[src/dummy_unused_never.sv]
`timescale 1ns/1ps
`default_nettype none
`default_nettype wire

[src/plc_pkg.sv]
/*
 * Shared constants for the coding-sublayer link lock control block: register
 * indices, field positions, reset values and sleep request timer durations.
 * Assumes a 25 MHz system clock and a 32-bit APB register bus.
 */
package plc_pkg;

	// Register indices; the byte address of each register is four times its index.
	localparam logic [11:0] IDX_PCS_CONTROL_ONE = 12'h485;
	localparam logic [11:0] IDX_PCS_CONTROL_TWO = 12'h486;
	localparam logic [11:0] IDX_SLEEP_CONTROL_TWO = 12'h487;
	localparam logic [11:0] IDX_INTERLEAVE_CONFIG = 12'h489;
	localparam logic [11:0] IDX_SLEEP_CONTROL_THREE = 12'h493;
	localparam logic [11:0] IDX_LOCK_STATUS = 12'h48F;

	// Reset values.
	localparam logic [15:0] RST_PCS_CONTROL_ONE = 16'h1078;
	localparam logic [15:0] RST_PCS_CONTROL_TWO = 16'h1405;
	localparam logic [15:0] RST_SLEEP_CONTROL_TWO = 16'h0A00;
	localparam logic [15:0] RST_INTERLEAVE_CONFIG = 16'h0001;
	localparam logic [15:0] RST_SLEEP_CONTROL_THREE = 16'h0014;

	// Writable bit masks; the other bits are read-only.
	localparam logic [15:0] WMASK_PCS_CONTROL_ONE = 16'hF1FF;
	localparam logic [15:0] WMASK_FULL = 16'hFFFF;
	localparam logic [15:0] WMASK_INTERLEAVE_CONFIG = 16'h0007;

	// Field positions.
	localparam int IPG_CHECK_OFF_BIT = 13;
	localparam int LINK_CONTROL_BIT = 12;
	localparam int IDLE_LOCK_LSB = 0;
	localparam int ERR_LOSS_LSB = 9;
	localparam int REMOTE_ERR_LSB = 0;
	localparam int CODING_SLEEP_ENABLE_BIT = 0;
	localparam int FORCE_INTERLEAVE_BIT = 2;
	localparam int INTERLEAVE_ENABLE_BIT = 1;
	localparam int INTERLEAVE_DETECT_BIT = 0;
	localparam int SLEEP_TIMER_SEL_LSB = 4;

	// Sleep request timer durations in microseconds, and the clock rate.
	localparam int CLK_MHZ = 25;
	localparam int SLEEP_T0_US = 400;
	localparam int SLEEP_T1_US = 1000;
	localparam int SLEEP_T2_US = 4000;
	localparam int SLEEP_T3_US = 8000;
	localparam int SLEEP_CYC_0 = SLEEP_T0_US * CLK_MHZ;
	localparam int SLEEP_CYC_1 = SLEEP_T1_US * CLK_MHZ;
	localparam int SLEEP_CYC_2 = SLEEP_T2_US * CLK_MHZ;
	localparam int SLEEP_CYC_3 = SLEEP_T3_US * CLK_MHZ;

	typedef enum logic {LK_SEARCH, LK_LOCKED} plc_lock_state_t;

endpackage
[src/plc_link_lock.sv]
/*
 * Link lock control for the physical coding sublayer: APB register file,
 * idle-symbol lock counting, error-symbol loss of lock, remote receiver
 * status, interleave control and the sleep request timer.
 * Assumes symbol inputs come from datapath logic on the same clock, one
 * symbol per sym_valid pulse, and an APB master that holds its request.
 */
// The APB register port was left to the implementer.
// Behaviour
// RULE_01: A set gap-check-disable bit stops error symbols inside the inter-packet gap from counting.
// RULE_02: Training and link-up may proceed only while the link control bit is one, its reset value.
// RULE_03: Lock and link are declared after the configured number of idle symbols, default 120.
// RULE_04: Lock and link are dropped after the configured number of error symbols, default 10.
// RULE_05: Remote receiver status goes low after the configured number of error symbols, default 5.
// RULE_06: Sleep code-groups are handled only while the coding sleep enable bit is one, reset zero.
// RULE_07: A set force-interleave bit turns transmit interleaving on unconditionally.
// RULE_08: A set interleave enable bit turns transmit interleaving on once receive interleave is seen.
// RULE_09: Receive interleave detection runs only while its enable bit is one, its reset value.
// RULE_10: The sleep request timer lasts 0.4, 1, 4 or 8 ms as selected, with 1 ms after reset.
// RULE_11: Lock and error counters restart from zero when link control is cleared or link is lost.
`timescale 1ns/1ps
`default_nettype none

module plc_link_lock #(
	parameter int ADDR_W = 16,
	parameter int TMR_W = 18,
	parameter int SLEEP_CYC_SEL0 = plc_pkg::SLEEP_CYC_0,
	parameter int SLEEP_CYC_SEL1 = plc_pkg::SLEEP_CYC_1,
	parameter int SLEEP_CYC_SEL2 = plc_pkg::SLEEP_CYC_2,
	parameter int SLEEP_CYC_SEL3 = plc_pkg::SLEEP_CYC_3
) (
	input wire logic clk,
	input wire logic nrst,
	input wire logic psel,
	input wire logic penable,
	input wire logic pwrite,
	input wire logic [ADDR_W-1:0] paddr,
	input wire logic [31:0] pwdata,
	input wire logic [3:0] pstrb,
	output logic [31:0] prdata,
	output logic pready,
	output logic pslverr,
	input wire logic sym_valid,
	input wire logic sym_idle,
	input wire logic sym_error,
	input wire logic rx_in_gap,
	input wire logic rx_interleave_seen,
	input wire logic sleep_request,
	output logic training_enable,
	output logic link_up,
	output logic remote_rx_ok,
	output logic coding_sleep_enable,
	output logic tx_interleave,
	output logic interleave_detect_on,
	output logic sleep_timer_busy,
	output logic sleep_timer_done
);
	import plc_pkg::*;

	logic rst_meta_q;
	logic rst_n;
	logic pready_q;
	logic pslverr_q;
	logic [31:0] prdata_q;
	logic [15:0] pcs_control_one_q;
	logic [15:0] pcs_control_two_q;
	logic [15:0] sleep_control_two_q;
	logic [15:0] interleave_config_q;
	logic [15:0] sleep_control_three_q;
	logic [11:0] reg_idx;
	logic reg_hit;
	logic [15:0] rd_word;
	logic access_done;
	logic wr_en;
	plc_lock_state_t state_q;
	logic link_up_q;
	logic remote_ok_q;
	logic [8:0] idle_cnt_q;
	logic [4:0] err_cnt_q;
	logic [4:0] rr_cnt_q;
	logic ilv_seen_q;
	logic tx_ilv_q;
	logic training_q;
	logic sleep_en_q;
	logic ilv_det_on_q;
	logic tmr_busy_q;
	logic tmr_done_q;
	logic [TMR_W-1:0] tmr_cnt_q;
	logic [TMR_W-1:0] tmr_lim_q;
	logic [TMR_W-1:0] tmr_lim_sel;
	logic link_ctrl;
	logic gap_check_off;
	logic [8:0] idle_cfg;
	logic [4:0] err_cfg;
	logic [4:0] rr_cfg;
	logic counted_err;
	logic idle_reached;
	logic err_reached;
	logic rr_reached;
	logic tmr_start;

	// Reset is released through two flops so that deassertion is synchronous.
	always_ff @(posedge clk or negedge nrst) begin
		if (!nrst) begin
			rst_meta_q <= 1'b0;
			rst_n <= 1'b0;
		end else begin
			rst_meta_q <= 1'b1;
			rst_n <= rst_meta_q;
		end
	end

	function automatic logic [15:0] merge(input logic [15:0] old, input logic [31:0] wd,
		input logic [3:0] strb, input logic [15:0] mask);
		logic [15:0] lane;
		logic [15:0] nw;
		lane = {{8{strb[1]}}, {8{strb[0]}}} & mask;
		nw = (old & ~lane) | (wd[15:0] & lane);
		return nw;
	endfunction

	assign reg_idx = paddr[13:2];
	assign access_done = psel && penable && pready_q;
	assign wr_en = access_done && pwrite && reg_hit;

	always_comb begin
		reg_hit = 1'b1;
		rd_word = 16'h0000;
		case (reg_idx)
			IDX_PCS_CONTROL_ONE: rd_word = pcs_control_one_q;
			IDX_PCS_CONTROL_TWO: rd_word = pcs_control_two_q;
			IDX_SLEEP_CONTROL_TWO: rd_word = sleep_control_two_q;
			IDX_INTERLEAVE_CONFIG: rd_word = interleave_config_q;
			IDX_SLEEP_CONTROL_THREE: rd_word = sleep_control_three_q;
			IDX_LOCK_STATUS: rd_word = {11'h000, tmr_busy_q, ilv_seen_q, tx_ilv_q,
				remote_ok_q, link_up_q};
			default: reg_hit = 1'b0;
		endcase
	end

	// One wait state: pready rises in the second access cycle, and drops again after it.
	always_ff @(posedge clk or negedge rst_n) begin
		if (!rst_n) begin
			pready_q <= 1'b0;
			pslverr_q <= 1'b0;
			prdata_q <= 32'h0000_0000;
		end else begin
			pready_q <= psel && penable && !pready_q;
			pslverr_q <= psel && penable && !pready_q && !reg_hit;
			if (psel && penable && !pready_q && !pwrite) begin
				prdata_q <= {16'h0000, rd_word};
			end
		end
	end

	always_ff @(posedge clk or negedge rst_n) begin
		if (!rst_n) begin
			pcs_control_one_q <= RST_PCS_CONTROL_ONE;
			pcs_control_two_q <= RST_PCS_CONTROL_TWO;
			sleep_control_two_q <= RST_SLEEP_CONTROL_TWO;
			interleave_config_q <= RST_INTERLEAVE_CONFIG;
			sleep_control_three_q <= RST_SLEEP_CONTROL_THREE;
		end else if (wr_en) begin
			case (reg_idx)
				IDX_PCS_CONTROL_ONE: pcs_control_one_q <= merge(pcs_control_one_q, pwdata,
					pstrb, WMASK_PCS_CONTROL_ONE);
				IDX_PCS_CONTROL_TWO: pcs_control_two_q <= merge(pcs_control_two_q, pwdata,
					pstrb, WMASK_FULL);
				IDX_SLEEP_CONTROL_TWO: sleep_control_two_q <= merge(sleep_control_two_q, pwdata,
					pstrb, WMASK_FULL);
				IDX_INTERLEAVE_CONFIG: interleave_config_q <= merge(interleave_config_q, pwdata,
					pstrb, WMASK_INTERLEAVE_CONFIG);
				IDX_SLEEP_CONTROL_THREE: sleep_control_three_q <= merge(sleep_control_three_q,
					pwdata, pstrb, WMASK_FULL);
				default: begin
				end
			endcase
		end
	end

	assign link_ctrl = pcs_control_one_q[LINK_CONTROL_BIT];
	assign gap_check_off = pcs_control_one_q[IPG_CHECK_OFF_BIT];
	assign idle_cfg = pcs_control_one_q[IDLE_LOCK_LSB +: 9];
	assign err_cfg = pcs_control_two_q[ERR_LOSS_LSB +: 5];
	assign rr_cfg = pcs_control_two_q[REMOTE_ERR_LSB +: 5];

	// Errors inside the gap are ignored when the gap check is off. RULE_01
	assign counted_err = sym_valid && sym_error && !sym_idle && !(rx_in_gap && gap_check_off);
	assign idle_reached = ({1'b0, idle_cnt_q} + 10'h001) >= {1'b0, idle_cfg}; // RULE_03
	assign err_reached = ({1'b0, err_cnt_q} + 6'h01) >= {1'b0, err_cfg}; // RULE_04
	assign rr_reached = ({1'b0, rr_cnt_q} + 6'h01) >= {1'b0, rr_cfg}; // RULE_05

	always_ff @(posedge clk or negedge rst_n) begin
		if (!rst_n) begin
			state_q <= LK_SEARCH;
			link_up_q <= 1'b0;
			idle_cnt_q <= 9'h000;
			err_cnt_q <= 5'h00;
		end else begin
			case (state_q)
				LK_SEARCH: begin
					err_cnt_q <= 5'h00;
					if (!link_ctrl) begin
						idle_cnt_q <= 9'h000; // RULE_02
					end else if (sym_valid && sym_idle) begin
						if (idle_reached) begin
							state_q <= LK_LOCKED; // RULE_03
							link_up_q <= 1'b1;
							idle_cnt_q <= 9'h000;
						end else begin
							idle_cnt_q <= idle_cnt_q + 9'h001;
						end
					end else if (sym_valid) begin
						idle_cnt_q <= 9'h000;
					end
				end
				LK_LOCKED: begin
					if (!link_ctrl) begin
						state_q <= LK_SEARCH; // RULE_02
						link_up_q <= 1'b0;
						err_cnt_q <= 5'h00; // RULE_11
					end else if (counted_err) begin
						if (err_reached) begin
							state_q <= LK_SEARCH; // RULE_04
							link_up_q <= 1'b0;
							err_cnt_q <= 5'h00; // RULE_11
						end else begin
							err_cnt_q <= err_cnt_q + 5'h01;
						end
					end
				end
				default: begin
					state_q <= LK_SEARCH;
					link_up_q <= 1'b0;
				end
			endcase
		end
	end

	// Remote status is only meaningful with lock, so it is low while searching.
	always_ff @(posedge clk or negedge rst_n) begin
		if (!rst_n) begin
			remote_ok_q <= 1'b0;
			rr_cnt_q <= 5'h00;
		end else if (state_q != LK_LOCKED || !link_ctrl) begin
			remote_ok_q <= (state_q == LK_SEARCH) && link_ctrl && sym_valid && sym_idle &&
				idle_reached;
			rr_cnt_q <= 5'h00; // RULE_11
		end else if (counted_err && err_reached) begin
			remote_ok_q <= 1'b0;
			rr_cnt_q <= 5'h00; // RULE_11
		end else if (counted_err && remote_ok_q) begin
			if (rr_reached) begin
				remote_ok_q <= 1'b0; // RULE_05
			end else begin
				rr_cnt_q <= rr_cnt_q + 5'h01;
			end
		end
	end

	// The detected flag is held until detection is turned off or lock is lost.
	always_ff @(posedge clk or negedge rst_n) begin
		if (!rst_n) begin
			ilv_seen_q <= 1'b0;
			tx_ilv_q <= 1'b0;
			ilv_det_on_q <= 1'b1;
		end else begin
			ilv_det_on_q <= interleave_config_q[INTERLEAVE_DETECT_BIT];
			if (!interleave_config_q[INTERLEAVE_DETECT_BIT] || !link_up_q) begin
				ilv_seen_q <= 1'b0; // RULE_09
			end else if (rx_interleave_seen) begin
				ilv_seen_q <= 1'b1; // RULE_09
			end
			tx_ilv_q <= interleave_config_q[FORCE_INTERLEAVE_BIT] || // RULE_07
				(interleave_config_q[INTERLEAVE_ENABLE_BIT] && ilv_seen_q); // RULE_08
		end
	end

	always_ff @(posedge clk or negedge rst_n) begin
		if (!rst_n) begin
			training_q <= 1'b1;
			sleep_en_q <= 1'b0;
		end else begin
			training_q <= link_ctrl; // RULE_02
			sleep_en_q <= sleep_control_two_q[CODING_SLEEP_ENABLE_BIT]; // RULE_06
		end
	end

	always_comb begin
		case (sleep_control_three_q[SLEEP_TIMER_SEL_LSB +: 2])
			2'h0: tmr_lim_sel = TMR_W'(SLEEP_CYC_SEL0); // RULE_10
			2'h1: tmr_lim_sel = TMR_W'(SLEEP_CYC_SEL1);
			2'h2: tmr_lim_sel = TMR_W'(SLEEP_CYC_SEL2);
			default: tmr_lim_sel = TMR_W'(SLEEP_CYC_SEL3);
		endcase
	end

	// The duration is latched at start, so a rewrite only affects the next request.
	assign tmr_start = sleep_request && sleep_control_two_q[CODING_SLEEP_ENABLE_BIT] &&
		!tmr_busy_q;

	always_ff @(posedge clk or negedge rst_n) begin
		if (!rst_n) begin
			tmr_busy_q <= 1'b0;
			tmr_done_q <= 1'b0;
			tmr_cnt_q <= '0;
			tmr_lim_q <= '0;
		end else begin
			tmr_done_q <= 1'b0;
			if (!sleep_control_two_q[CODING_SLEEP_ENABLE_BIT]) begin
				tmr_busy_q <= 1'b0; // RULE_06
				tmr_cnt_q <= '0;
			end else if (tmr_start) begin
				tmr_busy_q <= 1'b1;
				tmr_cnt_q <= '0;
				tmr_lim_q <= tmr_lim_sel; // RULE_10
			end else if (tmr_busy_q) begin
				if (tmr_cnt_q == tmr_lim_q - TMR_W'(1)) begin
					tmr_busy_q <= 1'b0; // RULE_10
					tmr_done_q <= 1'b1;
				end else begin
					tmr_cnt_q <= tmr_cnt_q + TMR_W'(1);
				end
			end
		end
	end

	assign prdata = prdata_q;
	assign pready = pready_q;
	assign pslverr = pslverr_q;
	assign training_enable = training_q;
	assign link_up = link_up_q;
	assign remote_rx_ok = remote_ok_q;
	assign coding_sleep_enable = sleep_en_q;
	assign tx_interleave = tx_ilv_q;
	assign interleave_detect_on = ilv_det_on_q;
	assign sleep_timer_busy = tmr_busy_q;
	assign sleep_timer_done = tmr_done_q;

	property p_gap_skip;
		@(posedge clk) disable iff (!rst_n)
		(state_q == LK_LOCKED && link_ctrl && sym_valid && sym_error && rx_in_gap &&
			gap_check_off) |=> $stable(err_cnt_q) && link_up_q;
	endproperty
	a_gap_skip: assert property (p_gap_skip) else $error("gap error counted"); // RULE_01

	property p_train_off;
		@(posedge clk) disable iff (!rst_n)
		!link_ctrl |=> !link_up_q && idle_cnt_q == 9'h000 && !training_enable;
	endproperty
	a_train_off: assert property (p_train_off) else $error("link while disabled"); // RULE_02

	property p_lock;
		@(posedge clk) disable iff (!rst_n)
		(state_q == LK_SEARCH && link_ctrl && sym_valid && sym_idle) |=>
			(link_up_q == $past(idle_reached));
	endproperty
	a_lock: assert property (p_lock) else $error("lock at wrong idle count"); // RULE_03

	property p_loss;
		@(posedge clk) disable iff (!rst_n)
		(state_q == LK_LOCKED && link_ctrl && counted_err && err_cnt_q == err_cfg - 5'h01) |=>
			!link_up_q ##1 !link_up_q;
	endproperty
	a_loss: assert property (p_loss) else $error("lock not lost"); // RULE_04

	property p_remote;
		@(posedge clk) disable iff (!rst_n)
		(state_q == LK_LOCKED && link_ctrl && counted_err && remote_ok_q && rr_reached) |=>
			!remote_rx_ok;
	endproperty
	a_remote: assert property (p_remote) else $error("remote status stays high"); // RULE_05

	property p_sleep_gate;
		@(posedge clk) disable iff (!rst_n)
		!sleep_control_two_q[CODING_SLEEP_ENABLE_BIT] |=> !sleep_timer_busy && !coding_sleep_enable;
	endproperty
	a_sleep_gate: assert property (p_sleep_gate) else $error("sleep active while off"); // RULE_06

	property p_force;
		@(posedge clk) disable iff (!rst_n)
		interleave_config_q[FORCE_INTERLEAVE_BIT] |=> tx_interleave;
	endproperty
	a_force: assert property (p_force) else $error("forced interleave missing"); // RULE_07

	property p_ilv_enable;
		@(posedge clk) disable iff (!rst_n)
		!interleave_config_q[FORCE_INTERLEAVE_BIT] |=>
			(tx_interleave == ($past(interleave_config_q[INTERLEAVE_ENABLE_BIT]) &&
			$past(ilv_seen_q)));
	endproperty
	a_ilv_enable: assert property (p_ilv_enable) else $error("interleave enable wrong"); // RULE_08

	property p_detect;
		@(posedge clk) disable iff (!rst_n)
		(!interleave_config_q[INTERLEAVE_DETECT_BIT] && !interleave_config_q[FORCE_INTERLEAVE_BIT])
			|=> !ilv_seen_q ##1 (!tx_interleave || $past(interleave_config_q[FORCE_INTERLEAVE_BIT]));
	endproperty
	a_detect: assert property (p_detect) else $error("detection while off"); // RULE_09

	property p_timer;
		@(posedge clk) disable iff (!rst_n)
		sleep_timer_done |-> $past(tmr_cnt_q) == tmr_lim_q - TMR_W'(1) && !sleep_timer_busy;
	endproperty
	a_timer: assert property (p_timer) else $error("sleep timer length wrong"); // RULE_10

	property p_restart;
		@(posedge clk) disable iff (!rst_n)
		$fell(link_up_q) |-> err_cnt_q == 5'h00 && rr_cnt_q == 5'h00 && idle_cnt_q == 9'h000;
	endproperty
	a_restart: assert property (p_restart) else $error("counters not restarted"); // RULE_11

endmodule

`default_nettype wire

[config.mk]
export PLATFORM = sky130hd
export DESIGN_NAME = plc_link_lock
export DESIGN_NICKNAME = d
export VERILOG_FILES = /design/src/dummy_unused_never.sv /design/src/plc_pkg.sv /design/src/plc_link_lock.sv
export SDC_FILE = /design/constraint.sdc
export NUM_CORES = 1
export LEC_CHECK = 0
export ABC_AREA = 1
export ABC_CLOCK_PERIOD_IN_PS = 3900
export BUFFER_PORTS_ARGS = -buffer_cell sky130_fd_sc_hd__buf_2
export CORE_UTILIZATION = 53
export CTS_CLUSTER_DIAMETER = 40
export DETAILED_ROUTE_END_ITERATION = 10
export HOLD_SLACK_MARGIN = 0.12
export PLACE_DENSITY_LB_ADDON = 0.12
export SLEW_MARGIN = 0
export SYNTH_ARGS = -nofsm -noshare
export SYNTH_HDL_FRONTEND = slang
export SYNTH_SLANG_ARGS = --single-unit
export TNS_END_PERCENT = 5
[constraint.sdc]
create_clock -name clk -period 3.9 [get_ports clk]
set_clock_uncertainty 0.05 [all_clocks]
set_input_delay 0.39 -clock clk [delete_from_list [all_inputs] [get_ports clk]]
set_output_delay 0.39 -clock clk [all_outputs]
set_load 0.05 [all_outputs]
Word level (Yosys, flattened, before mapping)
Index checks and enable logic that the tools add are counted.

storage, ports and cells
  output and inout port bits = 42
  bits in registers = 165
  word-level logic and storage cells = 167
  input bits = 63

operators by class
  order comparisons = 3
  bitwise operators = 17
  reductions and logical operators = 49
  equal/unequal tests = 18
  muxes and demuxes = 47
  add/sub/neg operators = 8

operator list
  operator                                                              count
  16-bit AND                                                            7
  16-bit case mux with 6 select lines                                   1
  16-bit bitwise OR                                                     5
  12-bit by 11-bit == test with 1-bit output, second input constant     6
  18-bit two-way mux                                                    4
  18-bit case mux with 3 select lines                                   1
  9-bit two-way mux                                                     4
  5-bit two-way mux                                                     7
  16-bit inverter                                                       2
  1-bit two-way mux                                                     27
  1-bit logical AND                                                     21
  2-bit AND reduction                                                   10
  18-bit by 1-bit adder with 18-bit output, second input constant       1
  18-bit == test                                                        1
  18-bit by 1-bit subtractor with 18-bit output, second input constant  1
  16-bit by 3-bit AND with 16-bit output                                1
  3-bit inverter with 16-bit output                                     1
  5-bit by 1-bit adder with 6-bit output, second input constant         2
  6-bit by 5-bit greater-or-equal comparator with 1-bit output          2
  5-bit by 1-bit adder with 5-bit output, second input constant         2
  9-bit by 1-bit adder with 10-bit output, second input constant        1
  10-bit by 9-bit greater-or-equal comparator with 1-bit output         1
  5-bit case mux with 2 select lines                                    1
  9-bit by 1-bit adder with 9-bit output, second input constant         1
  other kinds (15)                                                      32

Logic depth before layout (Yosys ltp)
  depth in word-level cells = 7
  gate-level depth with buffers = 16
  mapped depth without buffers = 15

Worst setup path before layout
OpenSTA, ideal clock, no wires.

  path kind = register to register
  start = register idle_cnt_q[0]
  end = register link_up_q, in the netlist link_up
  period minus slack after synthesis = 2123 ps
  data required time = 3727 ps
  slack = 1777 ps
  arrival time = 1949 ps
  buffers on the path = 0
  cell stages (with the launch flop) = 14
  library setup time = 123 ps
  path through = dfrtp_1 > inv_1 > nor2_1 > nand3_1 > xnor2_1 > ha_1 > a21oi_1 > o21ai_0 > o211ai_1 > nand2_1 > nand2_1 > nand3_1 > nand2_1 > nand2_1

on the way
  cells in the longest elaborated chain, start to end = 4

ends and longest elaborated chain
  what                                                           RTL line              source
  start, declared                                                plc_link_lock.sv:78   logic [8:0] idle_cnt_q;
  start signal, assigned                                         plc_link_lock.sv:211  idle_cnt_q <= idle_cnt_q + 9'h001;
  9-bit by 1-bit adder with 10-bit output                        plc_link_lock.sv:189  assign idle_reached = ({1'b0, idle_cnt_q} + 10'h001) >= {1'b0, idle_cfg};
  10-bit by 9-bit greater-or-equal comparator with 1-bit output  plc_link_lock.sv:189
  2-bit != test (no source line)                                 -
  5-bit AND reduction (no source line)                           -
  end signal, assigned                                           plc_link_lock.sv:196  link_up_q <= 1'b0;
  end signal, assigned                                           plc_link_lock.sv:208  link_up_q <= 1'b1;
  end signal, assigned                                           plc_link_lock.sv:220  link_up_q <= 1'b0;
  end, declared                                                  plc_link_lock.sv:76   logic link_up_q;

No other way between the ends.
A chain may end at the register's enable or synchronous reset.

Worst setup path after layout
  start = register tmr_lim_q[14]
  end = register tmr_cnt_q[16]

on the way
  cells in the longest elaborated chain, start to end = 4

ends and longest elaborated chain
  what                                           RTL line              source
  start, declared                                plc_link_lock.sv:89   logic [TMR_W-1:0] tmr_lim_q;
  start signal, assigned                         plc_link_lock.sv:316  tmr_lim_q <= tmr_lim_sel;
  18-bit by 1-bit subtractor with 18-bit output  plc_link_lock.sv:318  if (tmr_cnt_q == tmr_lim_q - TMR_W'(1)) begin
  18-bit == test                                 plc_link_lock.sv:318
  3-bit != test (no source line)                 -
  2-bit AND reduction (no source line)           -
  end signal, assigned                           plc_link_lock.sv:322  tmr_cnt_q <= tmr_cnt_q + TMR_W'(1);
  end, declared                                  plc_link_lock.sv:88   logic [TMR_W-1:0] tmr_cnt_q;

No other way between the ends.

==> metrics.md <==
| Metric | Value |
|---|---|
| Clk pin slew, worst setup/hold paths | `0.06 ns` |
| Core Box Area | `14,600 um^2` |
| Chip width | `125 um` |
| Aggregate global-route resource usage | `26.3%` |
| Drt pass-1 iters | `5` |
| Starting DRT DRC Count | `526` |
| Setup-failing EPs final | `0` |
| Peak supply drop | `0.399 mV` |
| Netlist cell types | `39` |
| Setup Total Neg Slack | `0 ns` |
| Routed vias | `6,925` |
| Pre-CTS setup slack | `1.22 ns` |
| Post-synthesis sequential area ratio | `44.5%` |
| WP data required | `4.21 ns` |
| Share of cells above drive strength 1 | `13.2%` |
| Largest net degree at the start of global routing | `68` |
| Grt total ovfl | `0` |
| Initial Util | `54.7%` |
| CTS tree | `done` |
| Crit-path cells | `inv_1, ha_1, inv_1, nand2_1, nand2_1, nand2_1, nor2_1, nand2_1, nor2_1, nand2_1, nor2_1, nand3_2, nand2_4, nand3_1, nand2_1` |
| Final slew viol count | `0` |
| Setup Buffers After CTS | `0` |
| Post-synth top area cell | `dfrtp_1` |
| Routability cong. | `0.899` |
| Number of global-route vias before repair | `6,747` |
| Antenna violations before repair | `0` |
| Share of the synthesized area in the top cell type | `39.2%` |
| Syn Inst Count | `1,052` |
| Clk_lat worst skew | `0.42 ns` |
| Async S/R FF share, synth | `100%` |
| Mapped Avg Cell Area | `7.59 um^2` |
| FMAX | `0.373 GHz` |
| Clk pwr share | `44.7%` |
| Hold crit path type | `primary input to register` |
| Crit-path slowest cell | `dfrtp_1` |
| Max-cap violations | `0` |
| Die area | `15,600 um^2` |
| Post-layout net count | `1,213` |
| Worst slew pin tran | `1.06 ns` |
| Tcrit/Tclk final | `68.7%` |
| Synthesized cell area | `7980 um^2` |
| Clk sinks | `141` |
| Sequential share of power | `42.5%` |
| Top Ports | `105` |
| Area contributors post-synth | `dfrtp_1, nand2_1, inv_1` |
| Crit path DAT | `2.99 ns` |
| Die Ht | `125 um` |
| CP Capture Type | `register` |
| Critical Path Most Common Cell | `nand2_1` |
| Psw | `1080 uW` |
| Number of I/O port buffers | `66` |
| Final worst setup slack | `1.22 ns` |
| Remaining routing DRC violations | `0` |
| HPWL after DPL | `13.9 mm` |
| CTS resizes | `0` |
| CP Class | `register to register` |
| # H-tree levels | `4` |
| RSZ-0062 raised after global routing | `false` |
| Switching part of the total | `27.7%` |
| Power, Total | `3890 uW` |
| Minimum clock period | `2.68 ns` |
| #FFs+latches synth | `141` |
| Final WL | `19.2 mm` |
| Power Density | `429 nW/um^2` |
| Crit-path max cell delay | `0.47 ns` |
| Int Pwr | `2810 uW` |
| CTS Buffer Depth | `2` |
| Vias per cell | `5.26` |
| Leak | `0.00481 uW` |
| Most used DFF post-synth | `dfrtp_1` |
| First-pass GRT wire length | `32.6 mm` |
| Worst hold slack | `0.131 ns` |
| Crit path max fanout | `20` |
| Max transition margin | `29.0%` |
| N_diodes | `0` |
| Worst Path Buf+Inv | `2` |
| Crit start category | `register` |
| Detail Route Antenna Nets | `0` |
| Hold buffers post-CTS | `1` |
| Crit-path leading delay family | `simple AND/OR/NAND/NOR gates` |
| Status | `finished clean` |
| Final Hold Fails | `0` |
| EDFF count, synth | `0` |
| Row cnt | `44` |
| WL per Instance | `14.6 um` |
| Synthesis Warnings | `0` |
| Comb pwr share | `12.8%` |
| Root Buffer | `clkbuf_16` |
| Layout area overhead | `13.6%` |
| CTS Buf Count | `17` |
stage by stage:
step | cells | area, um^2 | utilization (%)
after floorplan | 1067 | 8040 | -
after global placement | 1284 | 8420 | 57.7
after detailed placement | 1284 | 8420 | 57.7
after CTS | 1317 | 9070 | 62.2
after global routing | 1317 | 9070 | 62.2
final | 1317 | 9070 | 62.2
cell type report:
type | count | area, um^2
tap | 184 | 230
sequential | 141 | 3550
multi-input combinational | 751 | 3730
inverter | 132 | 495
clock inverter | 12 | 186
timing repair buffer | 77 | 428
fill | 1362 | 5520
clock buffer | 20 | 447
synth_stat cells, types with 3 or more instances:
cell	count
nand4_1	25
nor3_1	19
o211ai_1	3
buf_2	6
buf_6	3
xnor2_1	8
inv_1	126
nor2_2	5
o22ai_1	17
nor2_4	5
ha_1	30
dfrtp_1	125
nand3_2	3
o21ai_0	90
o21ai_1	8
buf_4	21
nor2_1	75
dfstp_2	16
nand2_1	327
xor2_1	11
clkbuf_1	13
nand3_1	74
inv_2	5
a21oi_1	18
path summary, 6_finish.rpt:
check,slack [ns],to,cells after the start,startpoint
worst min register to register,0.30,rst_n$_DFF_PN0_,0,rst_meta_q$_DFF_PN0_
worst max register to register,1.22,tmr_cnt_q[16]$_DFFE_PN0P_,15,tmr_lim_q[14]$_DFFE_PN0P_
min in group asynchronous,0.22,rst_n$_DFF_PN0_,2,nrst
worst min-delay path,0.13,register,3,pwdata[11]
worst max-delay path,1.22,tmr_cnt_q[16]$_DFFE_PN0P_,15,tmr_lim_q[14]$_DFFE_PN0P_
max in group asynchronous,2.64,interleave_detect_on$_DFF_PN1_,1,rst_n$_DFF_PN0_
logic make-up (layout without fill, tap and decap cells):
| group | after synthesis | count (layout) | synth area share (%) |
|---|---|---|---|
| and+or+nand+nor | 543 | 543 | 29.6 |
| xor gates and xnor gates | 19 | 19 | 2.08 |
| other | 2 | 17 | 0.0941 |
| AOI/OAI and AO/OA | 142 | 142 | 9.45 |
| buffers and inverters | 175 | 241 | 9.59 |
| adders and majority gates | 30 | 30 | 4.70 |
| DFF | 141 | 141 | 44.5 |
worst reg2reg max path: stages (launching register included):
cell and delay, ns:
dfrtp_1 0.47, inv_1 0.12, ha_1 0.33, inv_1 0.06, nand2_1 0.04, nand2_1 0.06
nand2_1 0.05, nor2_1 0.13, nand2_1 0.06, nor2_1 0.10, nand2_1 0.07, nor2_1 0.13
nand3_2 0.38, nand2_4 0.38, nand3_1 0.11, nand2_1 0.07
cell usage in the layout, fill, tap and decap left out, types with 3 or more instances in the layout:
cell,n
buf_2,66
ha_1,30
dfstp_2,16
nor2_2,5
a21oi_1,18
nor2_4,5
clkbuf_16,17
nand3_1,74
clkinv_4,3
nand4_1,25
conb_1,17
nand2_1,327
xor2_1,11
nor2_1,75
buf_4,9
bufinv_16,4
o21ai_0,90
inv_1,126
o22ai_1,17
inv_2,5
nor3_1,18
o211ai_1,3
o21ai_1,8
dfrtp_1,124
xnor2_1,8
nand3_2,3
metal layers:
metal / track usage (%) / up-vias / wire (um)
met5: 0 / - / 0
met4: 10.1 / 0 / 400
met2: 45.4 / 139 / 9500
li1: - / 3488 / -
met3: 4.85 / 31 / 646
met1: 32.4 / 3267 / 8650
power groups by stage:
| stage | Sequential (uW) | Clock (uW) | Combinational, uW |
|---|---|---|---|
| finish | 1650 | 1740 | 497 |
| CTS | 1650 | 1760 | 500 |
| global route | 1670 | 1820 | 570 |
| floorplan | 1670 | 0 | 365 |
| global placement | 1670 | 0 | 482 |
| detailed placement | 1670 | 0 | 496 |
(Power assumes the default switching activity.)
